[config.mk]
export PLATFORM = sky130hd
export DESIGN_NAME = amdr_record
export DESIGN_NICKNAME = d
export VERILOG_FILES = /design/src/include/amdr_pkg.sv /design/src/hw/amdr_record.sv
export SDC_FILE = /design/constraint.sdc
export NUM_CORES = 1
export LEC_CHECK = 0
export ABC_CLOCK_PERIOD_IN_PS = 4600
export BUFFER_PORTS_ARGS = -buffer_cell sky130_fd_sc_hd__buf_4
export CORE_MARGIN = 5
export CORE_UTILIZATION = 30
export DETAILED_ROUTE_END_ITERATION = 8
export PLACE_DENSITY = 0.58
export SYNTH_ARGS = -nofsm -noshare
export SYNTH_HDL_FRONTEND = slang
export SYNTH_SLANG_ARGS = --single-unit
[constraint.sdc]
create_clock -name CLK -period 4.6 [get_ports CLK]
set_input_delay 0.46 -clock CLK [delete_from_list [all_inputs] [get_ports CLK]]
set_output_delay 0.46 -clock CLK [all_outputs]
set_load 0.005 [all_outputs]
[src/include/amdr_pkg.sv]
// constants of the analog module diagnostic record
package amdr_pkg;
  // byte positions inside the record
  localparam logic [4:0] AMDR_IDX_SUMMARY = 5'h00;
  localparam logic [4:0] AMDR_IDX_INFO = 5'h01;
  localparam logic [4:0] AMDR_IDX_RSVD_C = 5'h02;
  localparam logic [4:0] AMDR_IDX_EXT = 5'h03;
  localparam logic [4:0] AMDR_IDX_CHTYPE = 5'h04;
  localparam logic [4:0] AMDR_IDX_DIAG_BITS_PER_CHANNEL = 5'h05;
  localparam logic [4:0] AMDR_IDX_CHANNEL_COUNT = 5'h06;
  localparam logic [4:0] AMDR_IDX_GROUP = 5'h07;
  localparam logic [4:0] AMDR_IDX_CH0 = 5'h08;
  localparam logic [4:0] AMDR_IDX_CH3 = 5'h0B;
  localparam logic [4:0] AMDR_IDX_UNUSED0 = 5'h0C;
  localparam logic [4:0] AMDR_IDX_UNUSED3 = 5'h0F;
  localparam logic [4:0] AMDR_IDX_TS0 = 5'h10;
  localparam logic [4:0] AMDR_IDX_TS3 = 5'h13;
  // last byte index reachable per record set
  localparam logic [4:0] AMDR_LAST_SHORT = 5'h03;
  localparam logic [4:0] AMDR_LAST_FULL = 5'h13;
  // record set numbers
  localparam logic [7:0] AMDR_SET_SHORT = 8'h00;
  localparam logic [7:0] AMDR_SET_FULL = 8'h01;
  // summary byte bit positions
  localparam int AMDR_SUM_FAIL = 0;
  localparam int AMDR_SUM_INT = 1;
  localparam int AMDR_SUM_EXT = 2;
  localparam int AMDR_SUM_CHAN = 3;
  localparam int AMDR_SUM_AUX = 4;
  localparam int AMDR_SUM_PARAM = 7;
  // extended byte bit positions
  localparam int AMDR_EXT_OVF = 3;
  localparam int AMDR_EXT_COMM = 4;
  // per-channel byte bit positions
  localparam int AMDR_CH_PARAM = 0;
  localparam int AMDR_CH_UNDER = 6;
  localparam int AMDR_CH_OVER = 7;
  // constant bytes
  localparam logic [3:0] AMDR_CLASS_ANALOG = 4'h5;
  localparam int AMDR_INFO_CHPRES = 4;
  localparam logic [6:0] AMDR_CHTYPE_DI = 7'h70;
  localparam logic [6:0] AMDR_CHTYPE_AI = 7'h71;
  localparam logic [6:0] AMDR_CHTYPE_DO = 7'h72;
  localparam logic [6:0] AMDR_CHTYPE_AO = 7'h73;
  localparam logic [6:0] AMDR_CHTYPE_AIO = 7'h74;
  localparam logic [6:0] AMDR_CHTYPE_CNT = 7'h76;
  localparam logic [7:0] AMDR_DIAG_BITS_PER_CHANNEL = 8'h08;
  localparam logic [7:0] AMDR_CHANNEL_COUNT = 8'h04;
  localparam int AMDR_CHANNELS = 4;
  // reset values
  localparam logic [7:0] AMDR_BYTE_RST = 8'h00;
  localparam logic [31:0] AMDR_TICK_RST = 32'h0000_0000;
  localparam logic [6:0] AMDR_PRESC_RST = 7'h00;
  // microsecond prescaler
  localparam int AMDR_US_NS = 1000;
  localparam int AMDR_CLK_NS = 8;
  localparam int AMDR_US_CYCLES_INT = AMDR_US_NS / AMDR_CLK_NS;
  localparam logic [6:0] AMDR_US_LAST = 7'(AMDR_US_CYCLES_INT - 1);
endpackage : amdr_pkg

[src/hw/amdr_record.sv]
// diagnostic record of a four-channel analog input module
`timescale 1ns/1ps
// Function
// - summary bits 0-3: fail, internal, external, channel
// - summary bit 4 aux supply, bit 7 parameters
// - info byte class field reads analog 0101b
// - info bit 4 marks channel information present
// - extended bit 3 diagnostics buffer overflow
// - extended bit 4 internal communication error
// - channel type byte reads analog input code
// - diagnostic bits per channel reads 08h
// - channel count byte reads 04h
// - group byte bit n flags group n error
// - channel byte bit 0 parameter error
// - channel byte bit 6 underflow, 7 overflow
// - channel bytes for channels 4-7 reserved
// - ticker captured into timestamp on diagnostic
// - ticker cleared at reset, counts upward
// - ticker wraps to zero after maximum
// - channel errors light their channel LED, module errors none, no interrupt
// - set 01h whole record, 00h four bytes
module amdr_record
  import amdr_pkg::*;
(
  // clock and reset
  input wire logic CLK,
  input wire logic RST_N,
  // module level error sources
  input wire logic MOD_FAIL,
  input wire logic INT_ERR,
  input wire logic EXT_ERR,
  input wire logic AUX_MISSING,
  input wire logic PARAM_ERR,
  input wire logic DIAG_BUF_OVF,
  input wire logic COMM_ERR,
  // channel error sources, one bit per channel
  input wire logic [3:0] CH_PARAM_ERR,
  input wire logic [3:0] CH_UNDER,
  input wire logic [3:0] CH_OVER,
  // record read request
  input wire logic RD_REQ,
  input wire logic [7:0] RECORD_SET_NUMBER,
  input wire logic [4:0] RD_INDEX,
  // record read answer
  output logic RD_ACK,
  output logic RD_NACK,
  output logic [7:0] RD_DATA,
  // indicators and ticker
  output logic [3:0] CH_LED,
  output logic [31:0] US_TICKER
);

  logic [7:0] summary_reg;
  logic [7:0] summary_next;
  logic [7:0] ext_reg;
  logic [7:0] ext_next;
  logic [7:0] group_reg;
  logic [7:0] group_next;
  logic [7:0] channel_group_errors_reg [AMDR_CHANNELS];
  logic [7:0] channel_group_errors_next [AMDR_CHANNELS];
  logic [31:0] ts_reg;
  logic [31:0] ts_next;
  logic [31:0] tick_reg;
  logic [31:0] tick_next;
  logic [6:0] presc_reg;
  logic [6:0] presc_next;
  logic [3:0] led_reg;
  logic [3:0] led_next;
  logic [7:0] rdata_reg;
  logic [7:0] rdata_next;
  logic ack_reg;
  logic ack_next;
  logic nack_reg;
  logic nack_next;

  logic [3:0] ch_any;
  logic new_event;
  logic [7:0] info_byte;
  logic [7:0] chtype_byte;
  logic [7:0] sel_byte;
  logic [4:0] last_idx;
  logic set_ok;

  // status capture
  always_comb begin
    ch_any = CH_PARAM_ERR | CH_UNDER | CH_OVER;
    summary_next = AMDR_BYTE_RST;
    summary_next[AMDR_SUM_FAIL] = MOD_FAIL;
    summary_next[AMDR_SUM_INT] = INT_ERR;
    summary_next[AMDR_SUM_EXT] = EXT_ERR;
    summary_next[AMDR_SUM_CHAN] = |ch_any;
    summary_next[AMDR_SUM_AUX] = AUX_MISSING;
    summary_next[AMDR_SUM_PARAM] = PARAM_ERR;
    ext_next = AMDR_BYTE_RST;
    ext_next[AMDR_EXT_OVF] = DIAG_BUF_OVF;
    ext_next[AMDR_EXT_COMM] = COMM_ERR;
    group_next = {4'h0, ch_any};
    for (int i = 0; i < AMDR_CHANNELS; i++) begin
      channel_group_errors_next[i] = AMDR_BYTE_RST;
      channel_group_errors_next[i][AMDR_CH_PARAM] = CH_PARAM_ERR[i];
      channel_group_errors_next[i][AMDR_CH_UNDER] = CH_UNDER[i];
      channel_group_errors_next[i][AMDR_CH_OVER] = CH_OVER[i];
    end
    // channel LED follows its error, nothing is signalled upward
    led_next = ch_any;
  end

  // any error bit newly rising counts as a diagnostic event
  always_comb begin
    new_event = |(summary_next & ~summary_reg) | |(ext_next & ~ext_reg);
    for (int i = 0; i < AMDR_CHANNELS; i++) begin
      new_event = new_event | |(channel_group_errors_next[i] & ~channel_group_errors_reg[i]);
    end
  end

  // microsecond ticker and timestamp
  always_comb begin
    presc_next = presc_reg + 7'h01;
    tick_next = tick_reg;
    if (presc_reg == AMDR_US_LAST) begin
      presc_next = AMDR_PRESC_RST;
      // natural 32-bit rollover returns to zero
      tick_next = tick_reg + 32'h0000_0001;
    end
    ts_next = ts_reg;
    if (new_event) begin
      ts_next = tick_reg;
    end
  end

  // constant bytes
  always_comb begin
    info_byte = AMDR_BYTE_RST;
    info_byte[3:0] = AMDR_CLASS_ANALOG;
    info_byte[AMDR_INFO_CHPRES] = 1'b1;
    chtype_byte = {1'b0, AMDR_CHTYPE_AI};
  end

  // byte selection; reserved places fall to zero
  always_comb begin
    sel_byte = AMDR_BYTE_RST;
    if (RD_INDEX == AMDR_IDX_SUMMARY) begin
      sel_byte = summary_reg;
    end else if (RD_INDEX == AMDR_IDX_INFO) begin
      sel_byte = info_byte;
    end else if (RD_INDEX == AMDR_IDX_RSVD_C) begin
      sel_byte = AMDR_BYTE_RST;
    end else if (RD_INDEX == AMDR_IDX_EXT) begin
      sel_byte = ext_reg;
    end else if (RD_INDEX == AMDR_IDX_CHTYPE) begin
      sel_byte = chtype_byte;
    end else if (RD_INDEX == AMDR_IDX_DIAG_BITS_PER_CHANNEL) begin
      sel_byte = AMDR_DIAG_BITS_PER_CHANNEL;
    end else if (RD_INDEX == AMDR_IDX_CHANNEL_COUNT) begin
      sel_byte = AMDR_CHANNEL_COUNT;
    end else if (RD_INDEX == AMDR_IDX_GROUP) begin
      sel_byte = group_reg;
    end else if (RD_INDEX >= AMDR_IDX_CH0 && RD_INDEX <= AMDR_IDX_CH3) begin
      sel_byte = channel_group_errors_reg[2'(RD_INDEX - AMDR_IDX_CH0)];
    end else if (RD_INDEX >= AMDR_IDX_UNUSED0 &&
                 RD_INDEX <= AMDR_IDX_UNUSED3) begin
      sel_byte = AMDR_BYTE_RST;
    end else if (RD_INDEX >= AMDR_IDX_TS0 && RD_INDEX <= AMDR_IDX_TS3) begin
      // timestamp low byte first
      unique case (2'(RD_INDEX - AMDR_IDX_TS0))
        2'h0: sel_byte = ts_reg[7:0];
        2'h1: sel_byte = ts_reg[15:8];
        2'h2: sel_byte = ts_reg[23:16];
        2'h3: sel_byte = ts_reg[31:24];
      endcase
    end
  end

  // read answer; short set stops after byte 3
  // one request per cycle, answered on the next edge;
  // a refused read also clears the data byte so that a
  // coupler never mistakes stale data for a fresh answer;
  // the index limit depends on the requested record set
  // and any unknown set number is refused outright

  always_comb begin
    set_ok = 1'b1;
    last_idx = AMDR_LAST_FULL;
    if (RECORD_SET_NUMBER == AMDR_SET_SHORT) begin
      last_idx = AMDR_LAST_SHORT;
    end else if (RECORD_SET_NUMBER != AMDR_SET_FULL) begin
      set_ok = 1'b0;
    end
    ack_next = 1'b0;
    nack_next = 1'b0;
    rdata_next = rdata_reg;
    if (RD_REQ) begin
      if (set_ok && RD_INDEX <= last_idx) begin
        ack_next = 1'b1;
        rdata_next = sel_byte;
      end else begin
        nack_next = 1'b1;
        rdata_next = AMDR_BYTE_RST;
      end
    end
  end

  always_ff @(posedge CLK) begin
    if (!RST_N) begin
      summary_reg <= AMDR_BYTE_RST;
      ext_reg <= AMDR_BYTE_RST;
      group_reg <= AMDR_BYTE_RST;
      for (int i = 0; i < AMDR_CHANNELS; i++) begin
        channel_group_errors_reg[i] <= AMDR_BYTE_RST;
      end
      ts_reg <= AMDR_TICK_RST;
      tick_reg <= AMDR_TICK_RST;
      presc_reg <= AMDR_PRESC_RST;
      led_reg <= 4'h0;
      rdata_reg <= AMDR_BYTE_RST;
      ack_reg <= 1'b0;
      nack_reg <= 1'b0;
    end else begin
      summary_reg <= summary_next;
      ext_reg <= ext_next;
      group_reg <= group_next;
      for (int i = 0; i < AMDR_CHANNELS; i++) begin
        channel_group_errors_reg[i] <= channel_group_errors_next[i];
      end
      ts_reg <= ts_next;
      tick_reg <= tick_next;
      presc_reg <= presc_next;
      led_reg <= led_next;
      rdata_reg <= rdata_next;
      ack_reg <= ack_next;
      nack_reg <= nack_next;
    end
  end

  // all outputs come straight from flip-flops

  assign RD_ACK = ack_reg;
  assign RD_NACK = nack_reg;
  assign RD_DATA = rdata_reg;
  assign CH_LED = led_reg;
  assign US_TICKER = tick_reg;

endmodule // amdr_record

==> parameters.txt <==
Parameter                              Value

Timing
  Period utilization    a little over half
  Worst slew pin tran    0.740 ns
  Total of endpoints with negative setup slack in the final report    0
  Setup repair after global routing missed its margin    no
  Maximum clock frequency    0.396 GHz
  Clock period minus final worst setup slack    2.53 ns
  Final Hold Violating Endpoints    0
  Worst-case headroom to the max-slew limit    50.7%
  Post-Route Skew    0.00974 ns
  Number of slew-limit violations in the final report    0
  Fin Setup TNS    0 ns
  Worst-case setup margin in the final layout    slightly above 2 ns

Setup path
  Crit. End Element    flip-flop
  Worst setup path class    input pin to flip-flop
  Startpoint of the worst setup timing path    RECORD_SET_NUMBER[5]
  Startpoint of the most critical register-to-register path    US_TICKER[3]
  Nature of the critical path startpoint    input pin
  Largest driver fanout on the critical path    9
  Critical path required time    4.88 ns
  Worst EP arrival    2.80 ns

Die
  Die Y    about 140 um
  Row count    46
  Horizontal die dimension    137 um
  IO Count    ~80
  Initial Util    30.6%
  Area of the die    18800 sq um
  Placeable core area    ~16000 sq um

Clocking
  # H-tree levels    3
  Number of buffers added to fix hold violations after cts    0
  Insertion delay to the later sink of the worst-skew pair    0.36 ns
  TritonCTS clock tree    built
  Clock root buffer master    sky130_fd_sc_hd__clkbuf_16
  Postcts setup bufs    0
  TritonCTS sink count    105
  TritonCTS Buffers    9
  CTS clock-pin slew for the worst setup and hold paths    approximately 0.070 ns
  CTS max path bufs    2
  Post-CTS Resized    0

Global route
  Number of antenna violations at the first check in global routing    0
  Gr ovfl total    0
  First-pass GRT wire length    20800 um
  Number of global-route vias before repair    4073
  Overall fraction of global-route tracks in use    14.0%
  Maximum number of pins on one net before global-route repair    78

Outcome
  Run status    complete, no violations

Yosys
  Avg Cell Area, Syn    8.80 sq um
  Sequential cell area fraction in the yosys report    a little over two fifths
  Main synth FF type    sky130_fd_sc_hd__dfxtp_1
  Seq cells post-synth    between 100 and 150
  Netlist area before placement    ~5000 sq um
  Number of different library cells in the post-synthesis netlist    57
  Post-synth top area cell    sky130_fd_sc_hd__dfxtp_1
  Share of the synthesized area in the top cell type    43.3%
  Number of standard cells after synthesis    ~550
  Number of enable-type register cells in the synthesized netlist    0
  Yosys warns    0
  Synth top area cells    sky130_fd_sc_hd__dfxtp_1 (43%), sky130_fd_sc_hd__mux2i_1 (7.6%), sky130_fd_sc_hd__nand2_1 (6.5%), sky130_fd_sc_hd__mux4_2 (3.2%), sky130_fd_sc_hd__nor2_1 (3.2%)
  Post-synthesis net count    591
  Share of flip-flops with an asynchronous set or reset    0%

Routing
  Met3 Routed Length    734 um
  Residual DRC    0
  Remaining number of nets flagged by the antenna check after routing    0
  Per-cell routed wire length    15.4 um
  Detailed-route wire length    12800 um
  Length of the first detailed-routing pass in iterations    4
  Vias    4130
  Detailed router's first-iteration violation count    321
  Top layer used by detailed routing    met4
  Routed met2 length    between 5000 and 6000 um
  Met1 Wirelength    5910 um
  Vias per cell    4.95

Final layout
  Fraction of layout instances using a drive strength above 1    18.8%
  Top library cells by usage in the layout, fill and taps aside    sky130_fd_sc_hd__dfxtp_1 (105), sky130_fd_sc_hd__nand2_1 (84), sky130_fd_sc_hd__buf_4 (82)
  Filler instances    1689
  Most common cell after layout, fill and taps aside    sky130_fd_sc_hd__dfxtp_1
  Relative area change from synthesis to final layout    21.2%
  Util after Layout    37.1%
  Number of nets at the end of the flow    652
  Number of antenna diodes    0

Power
  Pwr per Cell Area    306 nW/um^2
  Pleak    2.15 nW
  Peak VDD IR    ~0.17 mV

Worst hold path
  Class of the most critical hold timing path    input pin to flip-flop
  Source of the worst hold timing path    PARAM_ERR

Placement
  Number of buffers inserted by port buffering    80
  Pre-CTS worst setup slack    1.70 ns
  Placed wire-length estimate    9250 um
  Placer's final routability congestion estimate    0.836

Run
  Max capacitance violation total    0
worst paths after layout:
check | endpoint | slack (ns) | cells after the start
worst max-delay path | RD_DATA[0] | 2.07 | 10
worst min-delay path | summary_reg[7] | 0.32 | 2
worst max register to register | US_TICKER[21] | 2.30 | 5
worst min register to register | RD_DATA[4] | 0.46 | 2
cell usage after synthesis (all sizes together) (8+ instances only):
master,instances
nand3,24
nor2,43
clkbuf,23
and2,9
or4,15
inv,25
a21oi,28
and3,9
buf,9
o31ai,14
nor3,8
nand4,9
o21ai,19
dfxtp,105
xor2,13
nand2,84
mux2i,37
or3,8
metal layers:
| metal | vias to the layer above | track usage [%] |
|---|---|---|
| met5 | - | 0 |
| met4 | 0 | 6.26 |
| met3 | 17 | 2.92 |
| met2 | 93 | 22.7 |
| met1 | 1944 | 17.9 |
| li1 | 2076 | - |
final cells by class:
class	count	area, sq um	area share (%)
sequential	105	2100	35.7
multi-input combinational	390	2520	42.8
timing repair buffer	82	616	10.5
inverter	25	93.8	1.59
clock buffer	10	239	4.06
clock inverter	6	48.8	0.828
tap	216	270	4.59
power by group:
part | internal, mW | total, mW | switching (mW)
logic | 0.0488 | 0.114 | 0.0648
registers | 0.923 | 0.933 | 0.00988
clock network | 0.388 | 0.754 | 0.366
total | 1.36 | 1.80 | 0.441
worst max-delay path, cell delays in order:
cell	delay (ns)
sky130_fd_sc_hd__buf_4	0.11
sky130_fd_sc_hd__or4_1	0.50
sky130_fd_sc_hd__nor4_1	0.33
sky130_fd_sc_hd__nor2b_1	0.21
sky130_fd_sc_hd__ha_1	0.25
sky130_fd_sc_hd__o21a_1	0.11
sky130_fd_sc_hd__a21oi_1	0.15
sky130_fd_sc_hd__and4_1	0.39
sky130_fd_sc_hd__o21ai_0	0.13
sky130_fd_sc_hd__o21ai_0	0.17
cells by family (layout without fill, tap and decap cells):
family                     count (synthesis)  after routing  share of synthesized area (%)
AOI/OAI and AO/OA                         91             91                           12.0
xor gates and xnor gates                  16             16                           2.88
adders and majority gates                  4              4                           1.03
buffers and inverters                     57            123                           4.84
DFF                                      105            105                           43.3
muxes                                     46             46                           11.3
and+or+nand+nor                          233            233                           24.6
through the flow:
step	cells	power, mW	area (sq um)	hold WS, ns
final	834	1.80	5890	0.320
after floorplan	552	1.02	4860	0.430
after detailed placement	818	1.07	5600	0.446
after global placement	818	1.07	5600	0.439
after global routing	834	1.88	5890	0.309
after CTS	834	1.82	5890	0.305
(Power assumes the default switching activity.)
